$ cat config.mk
export PLATFORM = sky130hd
export DESIGN_NAME = io_control_select
export DESIGN_NICKNAME = d
export VERILOG_FILES = /design/src/hw/io_select_pkg.sv /design/src/hw/capture_sel_if.sv /design/src/hw/io_control_select.sv /design/src/hw/capture_source_sel.sv /design/src/hw/capture_latch.sv
export SDC_FILE = /design/constraint.sdc
export NUM_CORES = 1
export LEC_CHECK = 0
export BUFFER_PORTS_ARGS = -buffer_cell sky130_fd_sc_hd__buf_2
export CAP_MARGIN = 20
export CORE_ASPECT_RATIO = 0.8
export CORE_UTILIZATION = 45
export CTS_CLUSTER_SIZE = 28
export DETAILED_ROUTE_END_ITERATION = 12
export PLACE_DENSITY = 0.71
export SYNTH_ARGS = -nofsm -noshare
export SYNTH_HDL_FRONTEND = slang
export SYNTH_SLANG_ARGS = --single-unit
$ cat constraint.sdc
create_clock -name clk_i -period 1.9 [get_ports clk_i]
set_input_delay 0.38 -clock clk_i [delete_from_list [all_inputs] [get_ports clk_i]]
set_output_delay 0.38 -clock clk_i [all_outputs]
set_load 0.1 [all_outputs]
$ cat src/hw/io_select_pkg.sv
// Purpose: Shared constants and helpers for the timer I/O control selection block
// Assumes: Byte-wide registers sit in the low lane of aligned 32-bit Wishbone words
// Notes: Offsets are byte addresses on the register bus
package io_select_pkg;
    // ------------------------------------------------------------------
    // Register map
    // ------------------------------------------------------------------
    localparam int ADR_W = 6;
    localparam logic [ADR_W-1:0] OFF_IOC_HIGH_CH0 = 6'h00;
    localparam logic [ADR_W-1:0] OFF_IOC_LOW_CH0 = 6'h04;
    localparam logic [ADR_W-1:0] OFF_IOC_CH1 = 6'h08;
    localparam logic [ADR_W-1:0] OFF_IOC_CH2 = 6'h0c;
    localparam logic [ADR_W-1:0] OFF_IOC_HIGH_CH3 = 6'h10;
    localparam logic [ADR_W-1:0] OFF_IOC_LOW_CH3 = 6'h14;
    localparam logic [ADR_W-1:0] OFF_MODE_CH0 = 6'h18;
    localparam logic [ADR_W-1:0] OFF_CTRL_CH1 = 6'h1c;
    localparam logic [ADR_W-1:0] OFF_STATUS = 6'h20;
    localparam logic [ADR_W-1:0] OFF_CAP_B0 = 6'h24;
    localparam logic [ADR_W-1:0] OFF_CAP_D0 = 6'h28;
    localparam logic [ADR_W-1:0] OFF_CAP_B1 = 6'h2c;

    // ------------------------------------------------------------------
    // Fields and reset values
    // ------------------------------------------------------------------
    localparam int FIELD_W = 4;
    localparam int FIELD_UPPER_LSB = 4;
    localparam int FIELD_LOWER_LSB = 0;
    localparam logic [7:0] IOC_RESET = 8'h00;
    localparam logic [1:0] CAPTURE_CODE_TOP = 2'h3;
    localparam logic [FIELD_W-1:0] COMPARE_OFF_CODE = 4'h0;
    localparam int BUFFER_B_BIT = 5;
    localparam int PRESC_LSB = 0;
    localparam int PRESC_W = 3;
    localparam logic [PRESC_W-1:0] PRESC_UNDIVIDED = 3'h0;
    localparam int STAT_EVENT_LSB = 0;
    localparam int STAT_MODE_LSB = 4;
    localparam int NUM_CAP = 3;

    // ------------------------------------------------------------------
    // Helpers
    // ------------------------------------------------------------------
    function automatic logic is_capture_code(input logic [FIELD_W-1:0] code);
        return code[FIELD_W-1:FIELD_W-2] == CAPTURE_CODE_TOP;
    endfunction

    function automatic logic [FIELD_W-1:0] upper_field(input logic [7:0] r);
        return r[FIELD_UPPER_LSB+:FIELD_W];
    endfunction

    function automatic logic [FIELD_W-1:0] lower_field(input logic [7:0] r);
        return r[FIELD_LOWER_LSB+:FIELD_W];
    endfunction
endpackage

$ cat src/hw/capture_sel_if.sv
// Purpose: Carries one general register's control code and capture trigger to its selector
// Assumes: Single clock domain, all signals combinational between modules
// Notes: ctrl side is the owner of the control registers
`timescale 1ns/10ps
interface capture_sel_if;
    logic [3:0] code;
    logic trigger;
    logic suppress;
    logic capture;
    logic compare_mode;

    modport ctrl (output code, output trigger, output suppress, input capture, input compare_mode);
    modport sel (input code, input trigger, input suppress, output capture, output compare_mode);
endinterface

$ cat src/hw/io_control_select.sv
// Purpose: I/O control selection for timer general registers with Wishbone register access
// Assumes: Counter values and count / match events come from same-clock timer logic
// Notes: Capture strobes and captured values are registered; bus answers one cycle after request
//
// Contract
// - Low control bits 7-4 select register D
// - Low control bits 3-0 select register C
// - Ch0 B/D code 11xx captures on ch1 count
// - No ch1-count capture when ch1 undivided clock
// - Ch0 buffer mode B disables D capture
// - Ch1 B code 11xx captures on ch0 C event
//
// Design decisions made here: the register offsets and register access over Wishbone.
`timescale 1ns/10ps
module io_control_select #(
    parameter int CNT_W = 16
) (
    input wire logic clk_i,
    input wire logic rst_i,
    input wire logic wb_cyc_i,
    input wire logic wb_stb_i,
    input wire logic wb_we_i,
    input wire logic [io_select_pkg::ADR_W-1:0] wb_adr_i,
    input wire logic [31:0] wb_dat_i,
    input wire logic [3:0] wb_sel_i,
    output logic [31:0] wb_dat_o,
    output logic wb_ack_o,
    input wire logic [CNT_W-1:0] ch0_counter_i,
    input wire logic [CNT_W-1:0] ch1_counter_i,
    input wire logic ch1_count_i,
    input wire logic ch0_c_event_i,
    output logic ch0_b_capture_o,
    output logic ch0_d_capture_o,
    output logic ch1_b_capture_o,
    output logic ch0_b_compare_o,
    output logic ch0_d_compare_o,
    output logic ch1_b_compare_o,
    output logic ch2_b_compare_o,
    output logic ch0_d_buffer_o,
    output logic [3:0] ch0_a_field_o,
    output logic [3:0] ch0_c_field_o,
    output logic [3:0] ch3_a_field_o,
    output logic [3:0] ch3_b_field_o,
    output logic [3:0] ch3_c_field_o,
    output logic [3:0] ch3_d_field_o
);
    // ------------------------------------------------------------------
    // State
    // ------------------------------------------------------------------
    typedef struct packed {
        logic [7:0] ioc_high_ch0;
        logic [7:0] ioc_low_ch0;
        logic [7:0] ioc_ch1;
        logic [7:0] ioc_ch2;
        logic [7:0] ioc_high_ch3;
        logic [7:0] ioc_low_ch3;
        logic buffer_b;
        logic [io_select_pkg::PRESC_W-1:0] presc_ch1;
        logic [io_select_pkg::NUM_CAP-1:0] sticky;
        logic [io_select_pkg::NUM_CAP-1:0] cap_pulse;
        logic ack;
        logic [31:0] rdata;
    } state_s;

    state_s st_r;
    state_s st_nxt;

    capture_sel_if sel_b0 ();
    capture_sel_if sel_d0 ();
    capture_sel_if sel_b1 ();

    logic [CNT_W-1:0] cap_b0_val;
    logic [CNT_W-1:0] cap_d0_val;
    logic [CNT_W-1:0] cap_b1_val;
    logic ch1_fast_clock;
    logic [io_select_pkg::NUM_CAP-1:0] cap_now;
    logic [io_select_pkg::NUM_CAP-1:0] cap_mode;

    // ------------------------------------------------------------------
    // Bus decode helpers
    // ------------------------------------------------------------------
    function automatic logic wr_hit(input logic [io_select_pkg::ADR_W-1:0] off);
        return wb_cyc_i && wb_stb_i && wb_we_i && !st_r.ack && wb_sel_i[0] && wb_adr_i == off;
    endfunction

    function automatic logic [31:0] zext(input logic [CNT_W-1:0] v);
        logic [31:0] w;
        w = '0;
        w[CNT_W-1:0] = v;
        return w;
    endfunction

    // ------------------------------------------------------------------
    // Capture source selection
    // ------------------------------------------------------------------
    assign ch1_fast_clock = st_r.presc_ch1 == io_select_pkg::PRESC_UNDIVIDED;

    assign sel_b0.code = io_select_pkg::upper_field(st_r.ioc_high_ch0);
    assign sel_b0.trigger = ch1_count_i;
    assign sel_b0.suppress = ch1_fast_clock;

    assign sel_d0.code = io_select_pkg::upper_field(st_r.ioc_low_ch0);
    assign sel_d0.trigger = ch1_count_i;
    assign sel_d0.suppress = ch1_fast_clock || st_r.buffer_b;

    assign sel_b1.code = io_select_pkg::upper_field(st_r.ioc_ch1);
    assign sel_b1.trigger = ch0_c_event_i;
    assign sel_b1.suppress = 1'b0;

    capture_source_sel u_sel_b0 (
        .sel_if(sel_b0)
    );

    capture_source_sel u_sel_d0 (
        .sel_if(sel_d0)
    );

    capture_source_sel u_sel_b1 (
        .sel_if(sel_b1)
    );

    assign cap_now = {sel_b1.capture, sel_d0.capture, sel_b0.capture};
    assign cap_mode = {io_select_pkg::is_capture_code(sel_b1.code),
                       io_select_pkg::is_capture_code(sel_d0.code) && !st_r.buffer_b,
                       io_select_pkg::is_capture_code(sel_b0.code)};

    // ------------------------------------------------------------------
    // Captured counter values
    // ------------------------------------------------------------------
    capture_latch #(
        .CNT_W(CNT_W)
    ) u_latch_b0 (
        .clk_i(clk_i),
        .rst_i(rst_i),
        .capture_i(sel_b0.capture),
        .count_i(ch0_counter_i),
        .value_o(cap_b0_val)
    );

    capture_latch #(
        .CNT_W(CNT_W)
    ) u_latch_d0 (
        .clk_i(clk_i),
        .rst_i(rst_i),
        .capture_i(sel_d0.capture),
        .count_i(ch0_counter_i),
        .value_o(cap_d0_val)
    );

    capture_latch #(
        .CNT_W(CNT_W)
    ) u_latch_b1 (
        .clk_i(clk_i),
        .rst_i(rst_i),
        .capture_i(sel_b1.capture),
        .count_i(ch1_counter_i),
        .value_o(cap_b1_val)
    );

    // ------------------------------------------------------------------
    // Register file and bus slave
    // ------------------------------------------------------------------
    always_comb begin
        st_nxt = st_r;
        st_nxt.ack = wb_cyc_i && wb_stb_i && !st_r.ack;
        st_nxt.cap_pulse = cap_now;

        if (wr_hit(io_select_pkg::OFF_IOC_HIGH_CH0)) begin
            st_nxt.ioc_high_ch0 = wb_dat_i[7:0];
        end
        if (wr_hit(io_select_pkg::OFF_IOC_LOW_CH0)) begin
            st_nxt.ioc_low_ch0 = wb_dat_i[7:0];
        end
        if (wr_hit(io_select_pkg::OFF_IOC_CH1)) begin
            st_nxt.ioc_ch1 = wb_dat_i[7:0];
        end
        if (wr_hit(io_select_pkg::OFF_IOC_CH2)) begin
            st_nxt.ioc_ch2 = wb_dat_i[7:0];
        end
        if (wr_hit(io_select_pkg::OFF_IOC_HIGH_CH3)) begin
            st_nxt.ioc_high_ch3 = wb_dat_i[7:0];
        end
        if (wr_hit(io_select_pkg::OFF_IOC_LOW_CH3)) begin
            st_nxt.ioc_low_ch3 = wb_dat_i[7:0];
        end
        if (wr_hit(io_select_pkg::OFF_MODE_CH0)) begin
            st_nxt.buffer_b = wb_dat_i[io_select_pkg::BUFFER_B_BIT];
        end
        if (wr_hit(io_select_pkg::OFF_CTRL_CH1)) begin
            st_nxt.presc_ch1 = wb_dat_i[io_select_pkg::PRESC_LSB+:io_select_pkg::PRESC_W];
        end

        // Write one to clear; a capture in the same cycle keeps its flag
        if (wr_hit(io_select_pkg::OFF_STATUS)) begin
            st_nxt.sticky = st_r.sticky & ~wb_dat_i[io_select_pkg::STAT_EVENT_LSB+:io_select_pkg::NUM_CAP];
        end
        st_nxt.sticky = st_nxt.sticky | cap_now;

        st_nxt.rdata = '0;
        if (wb_cyc_i && wb_stb_i && !wb_we_i && !st_r.ack) begin
            case (wb_adr_i)
                io_select_pkg::OFF_IOC_HIGH_CH0: begin
                    st_nxt.rdata[7:0] = st_r.ioc_high_ch0;
                end
                io_select_pkg::OFF_IOC_LOW_CH0: begin
                    st_nxt.rdata[7:0] = st_r.ioc_low_ch0;
                end
                io_select_pkg::OFF_IOC_CH1: begin
                    st_nxt.rdata[7:0] = st_r.ioc_ch1;
                end
                io_select_pkg::OFF_IOC_CH2: begin
                    st_nxt.rdata[7:0] = st_r.ioc_ch2;
                end
                io_select_pkg::OFF_IOC_HIGH_CH3: begin
                    st_nxt.rdata[7:0] = st_r.ioc_high_ch3;
                end
                io_select_pkg::OFF_IOC_LOW_CH3: begin
                    st_nxt.rdata[7:0] = st_r.ioc_low_ch3;
                end
                io_select_pkg::OFF_MODE_CH0: begin
                    st_nxt.rdata[io_select_pkg::BUFFER_B_BIT] = st_r.buffer_b;
                end
                io_select_pkg::OFF_CTRL_CH1: begin
                    st_nxt.rdata[io_select_pkg::PRESC_LSB+:io_select_pkg::PRESC_W] = st_r.presc_ch1;
                end
                io_select_pkg::OFF_STATUS: begin
                    st_nxt.rdata[io_select_pkg::STAT_EVENT_LSB+:io_select_pkg::NUM_CAP] = st_r.sticky;
                    st_nxt.rdata[io_select_pkg::STAT_MODE_LSB+:io_select_pkg::NUM_CAP] = cap_mode;
                end
                io_select_pkg::OFF_CAP_B0: begin
                    st_nxt.rdata = zext(cap_b0_val);
                end
                io_select_pkg::OFF_CAP_D0: begin
                    st_nxt.rdata = zext(cap_d0_val);
                end
                io_select_pkg::OFF_CAP_B1: begin
                    st_nxt.rdata = zext(cap_b1_val);
                end
                default: begin
                    st_nxt.rdata = '0;
                end
            endcase
        end
    end

    always_ff @(posedge clk_i) begin
        if (rst_i) begin
            st_r <= '0;
            st_r.ioc_high_ch0 <= io_select_pkg::IOC_RESET;
            st_r.ioc_low_ch0 <= io_select_pkg::IOC_RESET;
            st_r.ioc_ch1 <= io_select_pkg::IOC_RESET;
            st_r.ioc_ch2 <= io_select_pkg::IOC_RESET;
            st_r.ioc_high_ch3 <= io_select_pkg::IOC_RESET;
            st_r.ioc_low_ch3 <= io_select_pkg::IOC_RESET;
        end else begin
            st_r <= st_nxt;
        end
    end

    // ------------------------------------------------------------------
    // Outputs
    // ------------------------------------------------------------------
    assign wb_ack_o = st_r.ack;
    assign wb_dat_o = st_r.rdata;

    assign ch0_b_capture_o = st_r.cap_pulse[0];
    assign ch0_d_capture_o = st_r.cap_pulse[1];
    assign ch1_b_capture_o = st_r.cap_pulse[2];

    // Codes other than zero and capture are left to software to avoid
    assign ch0_b_compare_o = sel_b0.compare_mode;
    assign ch0_d_compare_o = sel_d0.compare_mode && !st_r.buffer_b;
    assign ch1_b_compare_o = sel_b1.compare_mode;
    assign ch2_b_compare_o = io_select_pkg::upper_field(st_r.ioc_ch2) == io_select_pkg::COMPARE_OFF_CODE;
    assign ch0_d_buffer_o = st_r.buffer_b;

    assign ch0_a_field_o = io_select_pkg::lower_field(st_r.ioc_high_ch0);
    assign ch0_c_field_o = io_select_pkg::lower_field(st_r.ioc_low_ch0);
    assign ch3_a_field_o = io_select_pkg::lower_field(st_r.ioc_high_ch3);
    assign ch3_b_field_o = io_select_pkg::upper_field(st_r.ioc_high_ch3);
    assign ch3_c_field_o = io_select_pkg::lower_field(st_r.ioc_low_ch3);
    assign ch3_d_field_o = io_select_pkg::upper_field(st_r.ioc_low_ch3);
endmodule // io_control_select

$ cat src/hw/capture_source_sel.sv
// Purpose: Decodes one general register's control code into a capture strobe
// Assumes: trigger is a one-cycle pulse from logic on the same clock
// Notes: Only the all-zero code and the capture code are meaningful here
`timescale 1ns/10ps
module capture_source_sel (
    capture_sel_if.sel sel_if
);
    assign sel_if.capture = io_select_pkg::is_capture_code(sel_if.code) && !sel_if.suppress && sel_if.trigger;
    assign sel_if.compare_mode = sel_if.code == io_select_pkg::COMPARE_OFF_CODE;
endmodule // capture_source_sel

$ cat src/hw/capture_latch.sv
// Purpose: Holds the counter value taken at the last capture strobe
// Assumes: capture_i is a one-cycle pulse
// Notes: Value stands until the next capture
`timescale 1ns/10ps
module capture_latch #(
    parameter int CNT_W = 16
) (
    input wire logic clk_i,
    input wire logic rst_i,
    input wire logic capture_i,
    input wire logic [CNT_W-1:0] count_i,
    output logic [CNT_W-1:0] value_o
);
    typedef struct packed {
        logic [CNT_W-1:0] value;
    } latch_s;

    latch_s st_r;
    latch_s st_nxt;

    always_comb begin
        st_nxt = st_r;
        if (capture_i) begin
            st_nxt.value = count_i;
        end
    end

    always_ff @(posedge clk_i) begin
        if (rst_i) begin
            st_r <= '0;
        end else begin
            st_r <= st_nxt;
        end
    end

    assign value_o = st_r.value;
endmodule // capture_latch

==> run metrics, run 1 <==
M1 GR Usage 0.322; Max-slew headroom 0.492; Post-synth EDFFs 0; cell-internal power 4640 µW; cts hold-fix bufs 0; Register Area 2470 µm²; Post-Route Utilization 0.568; fin cells 904; M2 GR Usage 0.383; GRT Resource Usage Total 0.244; Max Slew Vio Count 0; layout cell share with drive strength beyond 1 0.300; WL/cell 16.5 µm; Skew-Pair Late Insertion Delay 0.42 ns; Initial Util 0.466; CP Buf/Inv Count 1; Final min period 1.98 ns; synthesized area 5740 µm²; leakage 0.00272 µW; TritonCTS clock tree done; Setup violations, final 1; Top Usage Layer GRT met2; Tcrit/Tclk final 1.04; remaining antenna violation count after routing 0; met3 usage 0.0669; Combinational Power Share 0.073; Placer Congestion 0.845; highest clock rate 0.506 GHz; Sequential Power Share 0.417; global-route wire length before repair 24300 µm; cts bufs inserted 17; DR vias 4778; Inst Count DP 872; Area Overhead vs Synth 21.8%; final wirelength 14900 µm; arrival time worst endpoint 1.60 ns; top cell type's share of synthesized area 0.429; clock share of power 0.511; Top Ports 146; Seq/Total Area, Yosys 0.429; Post-synth ARST share 0; diodes inserted 0; Seq cells post-synth 123; GRT overflow 0; synth warn 0; Pre-Repair DR Iteration Count 8; status finished, violations left; sw frac 0.250; Max Cap Viol 0; largest net degree at the start of global routing 87; initial antenna violation count 0; Fin. Hold Viols 0; failing checks negative setup slack; Post-Syn Instances 642; H-tree depth 4; Worst Skew 0.0115 ns; Worst EP required 1.52 ns; top post-synthesis cells by area dfxtp_1, mux2i_1, buf_4; Design Power 6190 µW; dominant synthesized flop cell dfxtp_1; # nets final 801; path category of the worst min-delay check primary input to register; critical path cell sequence or4_4, nor2_4, buf_12; Worst Tran Pin Value 0.759 ns; die height 103 µm; vias per std cell 5.29; Yosys top cell by area dfxtp_1; number of core rows 36; Slowest-stage cell, CP or4_4; fill count 1093; vias in the first global route 4694; die width 128 µm; # DRC 0; TNS Setup -0.0758 ns; Worst setup EP type output pin; DRT iter0 DRCs 426; CP max FO 5; family with the most delay on the worst path simple AND/OR/NAND/NOR gates; setup bufs post-CTS 0; Peak VDD IR 631 µV; die area 13200 µm²; CTS Buffer Depth 2; Buffers on Ports 102; core area 12300 µm²; cell area power density 887 nW/µm²; switching power 1550 µW; Yosys cell types 44; multi-input logic area 2780 µm²; kind of critical path register to output pin; root buffer cell clkbuf_16; dpl hpwl 10700 µm; clk sinks 123; RSZ-0062 raised after global routing yes; Mean Syn Cell Area 8.93 µm²; slowest stage delay, CP 0.49 ns; clock slew at reported path FFs 0.06 ns; CP Launch Type register; fin worst setup slack -0.0758 ns
power by group through the flow:
| stage | combinational (µW) | sequential [µW] | clock, µW |
|---|---|---|---|
| after global routing | 471 | 2580 | 3330 |
| after CTS | 447 | 2580 | 3190 |
| after global placement | 440 | 2640 | 0 |
| after floorplan | 316 | 2640 | 0 |
| after detailed placement | 444 | 2640 | 0 |
| final | 449 | 2580 | 3160 |
cells in the mapped netlist (3+ instances only):
cell / count
nand3b_1: 3
buf_1: 8
a21oi_1: 59
nand3_1: 6
nand2b_1: 4
dfxtp_1: 123
o21ai_0: 12
and3_1: 3
a22o_1: 4
mux2i_1: 62
nor2_1: 69
mux2_2: 18
mux4_2: 6
inv_1: 4
o2bb2ai_1: 3
buf_2: 4
nor2b_1: 4
buf_4: 57
a22oi_1: 14
clkbuf_1: 29
nor4_4: 6
nor4_1: 8
nand2_1: 107
a32oi_1: 3
layout make-up:
| cell class | count | area share |
|---|---|---|
| inverters | 4 | 0.00215 |
| clock inverters | 12 | 0.0156 |
| clock buffers | 20 | 0.0684 |
| repair buffers | 143 | 0.131 |
| well taps | 171 | 0.0306 |
| multi-input cells | 431 | 0.398 |
| flip-flops and latches | 123 | 0.354 |
stage by stage:
step | instance area, µm² | hold slack, ns | setup WS (ns)
after floorplan | 5870 | 0.433 | -0.123
after global placement | 6380 | 0.439 | -0.0949
after detailed placement | 6380 | 0.448 | -0.182
after CTS | 6980 | 0.190 | -0.0842
after global routing | 6980 | 0.182 | -0.116
final | 6980 | 0.198 | -0.0758
path summary, 6_finish.rpt:
kind | start | endpoint | slack, ns | cells past startpoint
max | ch0_d_buffer_o | ch0_d_compare_o | -0.08 | 3
min | ch1_counter_i[3] | u_latch_b1.value_o[3] | 0.20 | 3
max reg2reg | wb_ack_o | sel_b1.code[2] | 0.14 | 6
min reg2reg | u_latch_d0.value_o[13] | u_latch_d0.value_o[13] | 0.46 | 2
placed cells by master (no fill, tap or decap), types with 4 or more instances in the layout:
cell type / instances
nor2b_1: 4
inv_1: 4
buf_4: 38
a22o_1: 4
nor4_4: 9
nor4_1: 5
nand3_1: 6
clkbuf_16: 18
a22oi_1: 14
mux4_2: 6
mux2i_1: 62
nor2_1: 68
nand2b_1: 4
nand2_1: 107
mux2_2: 18
o21ai_0: 12
buf_2: 98
buf_12: 7
a21oi_1: 59
conb_1: 16
dfxtp_1: 119
sequential cells by signal, indices dropped and copies added (netlist names):
register and flops:
st_r 18, u_latch_b0.value_o 16, u_latch_b1.value_o 16, u_latch_d0.value_o 16, wb_dat_o 16, ch0_a_field_o 4
ch0_c_field_o 4, ch3_a_field_o 4, ch3_b_field_o 4, ch3_c_field_o 4, ch3_d_field_o 4, sel_b0.code 4
sel_b1.code 4, sel_d0.code 4, ch0_b_capture_o 1, ch0_d_buffer_o 1, ch0_d_capture_o 1, ch1_b_capture_o 1
wb_ack_o 1
per-layer routing:
layer | vias to the layer above | routed length, µm
met3 | 23 | 1050
met5 | - | 0
met4 | 0 | 249
met2 | 179 | 6760
met1 | 2274 | 6880
li1 | 2302 | -
worst min-delay path: stages:
cell,delay (ns)
buf_2,0.10
nand2_1,0.04
a21oi_1,0.05
kinds of logic after synthesis:
kind of cell	after synthesis	synth area share
AND/OR/NAND/NOR	227	0.192
flip-flops	123	0.429
buffers and inverters	103	0.107
AO/OA/AOI/OAI	102	0.104
multiplexers	86	0.167
other	1	0.000654
what timing repair did:
item                                    in CTS  in global routing
gates cloned                                 0                  0
endpoints found under the setup margin       4                  1
pin swaps                                    1                  0
gates resized for setup                      6                  0
(Power assumes the default switching activity.)
==> run 2, diff against run 1 <==
==> constraint.sdc (replaced) <==
create_clock -name clk_i -period 1.9 [get_ports clk_i]
set_input_delay 0.38 -clock clk_i [delete_from_list [all_inputs] [get_ports clk_i]]
set_output_delay 0.38 -clock clk_i [all_outputs]
set_load 0.005 [all_outputs]
==> run 2 against run 1 <==
Against the previous run:
- the flow now finishes without violations
- register-to-register slack better by 0.04 ns
- combinational power fell by 32%
- setup slack better by 0.11 ns
- routed wire length fell by 0.31%
- sequential cell count unchanged
- clock skew grew 0.00090 ns
- power grew 5.1%
- hold slack got worse by 0.0027 ns
- design area did not move
- critical path depth is the same
- critical path type unchanged
==> run metrics, run 2 (same netlist as run 1, synthesis figures left out) <==
global-route wire length before repair 23000 µm; Worst EP required 1.52 ns; Placer Congestion 0.878; GRT Resource Usage Total 0.232; clock slew at reported path FFs 0.06 ns; CP max FO 5; WL/cell 16.4 µm; DR vias 4808; CP Launch Type register; die height 103 µm; leakage 0.00275 µW; Max-slew headroom 0.613; Worst setup EP type output pin; # DRC 0; Tcrit/Tclk final 0.980; Worst Tran Pin Value 0.580 ns; GRT overflow 0; DRT iter0 DRCs 436; diodes inserted 0; commonest non-fill, non-tap cell in the layout dfxtp_1; layout cell share with drive strength beyond 1 0.299; Final min period 1.86 ns; Hold Slack 0.196 ns; final wirelength 14900 µm; initial antenna violation count 0; Top Ports 146; Max Cap Viol 0; vias in the first global route 4495; cts bufs inserted 17; die area 13200 µm²; highest clock rate 0.537 GHz; Max Slew Vio Count 0; largest net degree at the start of global routing 84; Peak VDD IR 619 µV; Skew-Pair Late Insertion Delay 0.42 ns; cell area power density 932 nW/µm²; Most flops, register st_r; path category of the worst min-delay check primary input to register; number of core rows 36; Register Area 2470 µm²; remaining antenna violation count after routing 0; status completed; kind of critical path register to output pin; dpl hpwl 10600 µm; TritonCTS clock tree done; H-tree depth 4; root buffer cell clkbuf_16; vias per std cell 5.28; most frequent cells in the layout dfxtp_1, nand2_1, buf_2; Initial Util 0.466; Buffers on Ports 102; Area Overhead vs Synth 21.8%; CTS Buffer Depth 2; Fin. Hold Viols 0; fill count 1090; die width 128 µm; Worst Skew 0.0124 ns; cts hold-fix bufs 0; number of flip-flops in the largest register 18; RSZ-0062 raised after global routing yes; arrival time worst endpoint 1.48 ns; Pre-Repair DR Iteration Count 5; clk sinks 123; # nets final 808; core area 12300 µm²; Setup violations, final 0; TNS Setup 0 ns; multi-input logic area 2720 µm²
run 2: cell types whose count changed in the layout (fill, tap and decap cells not counted), moves of 2 or more:
cell | before | now
buf_2 | 98 | 101
dfxtp_4 | 2 | 0
nor4_4 | 9 | 6
clkinvlp_4 | 3 | 1
bufinv_16 | 1 | 5
nor4_1 | 5 | 8
buf_12 | 7 | 2
buf_4 | 38 | 47
run 2: final cells by class:
cell class                      count  share of cell area
Multi-Input combinational cell    431               0.390
Clock buffer                       19              0.0649
Tap cell                          171              0.0306
Inverter                            4             0.00215
Timing Repair Buffer              150               0.129
Clock inverter                     13              0.0306
Sequential cell                   123               0.353
run 2: final timing paths:
check,to,slack (ns),cells after the start,startpoint
setup / recovery,ch0_d_compare_o,0.04,3,ch0_d_buffer_o
hold / removal,u_latch_b1.value_o[15],0.20,3,ch1_counter_i[15]
setup reg to reg,st_r[62],0.18,6,wb_ack_o
hold reg to reg,u_latch_d0.value_o[7],0.45,2,u_latch_d0.value_o[7]
run 2: metal layers:
layer  global-route usage  part of all wire  wire (µm)  vias up
li1                     -                 -          -     2306
met3               0.0706             0.075       1120       24
met5                    0                 0          0        -
met2                0.374              0.46       6890      184
met1                0.298              0.45       6650     2294
met4               0.0778             0.016        244        0
run 2: metrics by stage:
stage | utilization | instances | power (µW) | worst slack, ns | cell area, µm²
final | 0.568 | 911 | 6510 | 0.0378 | 6980
after CTS | 0.566 | 908 | 6540 | 0.0110 | 6960
after global placement | 0.512 | 876 | 2930 | -0.0655 | 6290
after detailed placement | 0.512 | 876 | 2940 | -0.119 | 6290
after floorplan | - | 657 | 2820 | 0.000615 | 5800
after global routing | 0.568 | 911 | 6690 | -0.0307 | 6980
run 2: repair_timing:
item                                    in CTS  in global routing
buffers inserted                             0                  3
resized for setup                            1                  2
pin swaps                                    0                  2
endpoints found under the setup margin       1                  1
run 2: worst max-delay path, stage by stage (launching register included):
cell	delay (ns)
dfxtp_2	0.35
or4_1	0.46
nor2_1	0.12
buf_2	0.12
run 2: power breakdown:
part | internal (µW) | total [µW] | switching, µW
clock | 2410 | 3620 | 1210
sequential | 2580 | 2580 | 0.904
combinational | 112 | 306 | 194
==> run 3, diff against run 2 <==
--- a/config.mk
+++ b/config.mk
@@ -12,6 +12,7 @@
 export CTS_CLUSTER_SIZE = 28
 export DETAILED_ROUTE_END_ITERATION = 12
 export PLACE_DENSITY = 0.71
+export SETUP_SLACK_MARGIN = 0.15
 export SYNTH_ARGS = -nofsm -noshare
 export SYNTH_HDL_FRONTEND = slang
 export SYNTH_SLANG_ARGS = --single-unit
==> run 3 against run 2 <==
Against the previous run:
- sequential cell count did not move
- setup slack got worse by 0.0097 ns
- combinational power rose by 3%
- clock skew fell by 0.0026 ns
- clock power fell by 8.8%
- clock-buffer cell count fell by 1
- design area fell by 0.34%
- maximum frequency fell by 0.52%
- critical path depth did not move
- global-route usage rose by 0.61 points
- routed wire length rose by 1.4%
- largest power group unchanged
- highest routed layer unchanged
==> run metrics, run 3 (same netlist as run 1, synthesis figures left out) <==
status completed; Tcrit/Tclk final 0.985; die height 103 µm; DR vias 4812; die area 13200 µm²; crit path to ch0_d_compare_o; Worst Skew 0.00979 ns; initial antenna violation count 0; number of flip-flops in the largest register 18; path category of the worst min-delay check primary input to register; dpl hpwl 10800 µm; Buffers on Ports 102; TritonCTS clock tree done; sw frac 0.226; kind of critical path register to output pin; cts bufs inserted 17; vias in the first global route 4629; RSZ-0062 raised after global routing yes; fill count 1092; remaining antenna violation count after routing 0; worst reg2reg setup slack 0.21 ns; H-tree depth 4; number of core rows 36; Reg2Reg Capture Point st_r[36]; Most flops, register st_r; Worst setup EP type output pin; root buffer cell clkbuf_16; worst reg2reg path depth 5; largest net degree at the start of global routing 84; Top Ports 146; layout cell share with drive strength beyond 1 0.300; leakage 0.00272 µW; # nets final 804; most frequent cells in the layout dfxtp_1, nand2_1, buf_2; Post-Route Utilization 0.566; GRT Resource Usage Total 0.238; Slowest-stage cell, CP or4_4; switching power 1400 µW; clk sinks 123; Design Power 6200 µW; Max Slew Vio Count 0; Skew-Pair Late Insertion Delay 0.42 ns; vias per std cell 5.31; cts hold-fix bufs 0; CP Launch Type register; global-route wire length before repair 23600 µm; CTS Buffer Depth 2; Initial Util 0.466; Area Overhead vs Synth 21.4%; Placer Congestion 0.877; diodes inserted 0; Pre-Repair DR Iteration Count 5; Combinational Power Share 0.051; Setup violations, final 0; cell-internal power 4800 µW; slowest stage delay, CP 0.54 ns; critical path cell sequence or4_4, nor2_4, buf_2; start of the worst register-to-register path wb_ack_o; arrival time worst endpoint 1.49 ns; cell area power density 891 nW/µm²; # DRC 0; Sequential Power Share 0.417; Peak VDD IR 618 µV; final wirelength 15100 µm; crit path from sel_d0.code[1]; Final min period 1.87 ns; Worst EP required 1.52 ns; clock slew at reported path FFs 0.06 ns; WL/cell 16.7 µm; CP max FO 3; Max Cap Viol 0; Hold Slack 0.196 ns; GRT overflow 0; Fin. Hold Viols 0; commonest non-fill, non-tap cell in the layout dfxtp_1; highest clock rate 0.534 GHz; die width 128 µm; clock share of power 0.533; DRT iter0 DRCs 348; core area 12300 µm²
-- run 3: cell types whose count changed in the layout (fill, tap and decap cells not counted), moves of 2 or more --
cell        change
clkinvlp_4      +2
o21ai_0         -2
buf_12          +3
o21ai_1         +2
bufinv_16       -2
buf_4           -7
-- run 3: area by class of cell --
class                      count  area [µm²]  area share
clock buffer                  18         439      0.0631
clock inverter                14         171      0.0246
inverter                       4        15.0     0.00216
multi-input combinational    431        2750       0.395
sequential                   123        2470       0.354
tap                          171         214      0.0307
timing repair buffer         146         906       0.130
-- run 3: repair_timing --
action | CTS | global route
pin swaps | 2 | 2
endpoints found under the setup margin | 1 | 4
buffers inserted | 1 | 0
resized for setup | 6 | 4
-- run 3: power by group through the flow --
stage,clock network [µW],logic [µW],registers [µW]
after floorplan,0,180,2640
after detailed placement,0,308,2640
after global placement,0,302,2640
after global routing,3450,336,2580
after CTS,3340,310,2580
final,3300,314,2580
-- run 3: critical path, delay by kind of cell (launching register included) --
kind	cells	cell delay, ns
simple gates	2	0.64
flops	1	0.32
buf+inv	1	0.11
-- run 3: worst min path at each step --
| stage | slack [ns] | startpoint | end | cells after the start |
|---|---|---|---|---|
| floorplan | 0.43 | u_latch_b1.value_o[0] | u_latch_b1.value_o[0] | 2 |
| global placement | 0.44 | u_latch_d0.value_o[7] | u_latch_d0.value_o[7] | 2 |
| detailed placement | 0.45 | u_latch_b0.value_o[3] | u_latch_b0.value_o[3] | 2 |
| CTS | 0.18 | ch1_counter_i[2] | u_latch_b1.value_o[2] | 3 |
| global route | 0.20 | ch1_counter_i[4] | u_latch_b1.value_o[4] | 3 |
| finish | 0.20 | ch1_counter_i[2] | u_latch_b1.value_o[2] | 3 |
-- run 3: metal layers --
layer  wire length (µm)  up-vias  share of wire  GRT usage
met1               6900     2303           0.46      0.306
li1                   -     2306              -          -
met3                956       24          0.063     0.0576
met4                306        0          0.020      0.108
met2               6940      179           0.46      0.383
met5                  0        -              0          0
-- run 3: metrics by stage --
stage,setup TNS (ns),cell area (µm²),setup WS (ns),std cells
after floorplan,0,5820,0.00913,657
after global routing,-0.0147,6960,-0.0147,907
after detailed placement,-1.71,6320,-0.102,874
after global placement,-0.978,6320,-0.0611,874
final,0,6960,0.0281,907
after CTS,-0.0154,6960,-0.0154,907
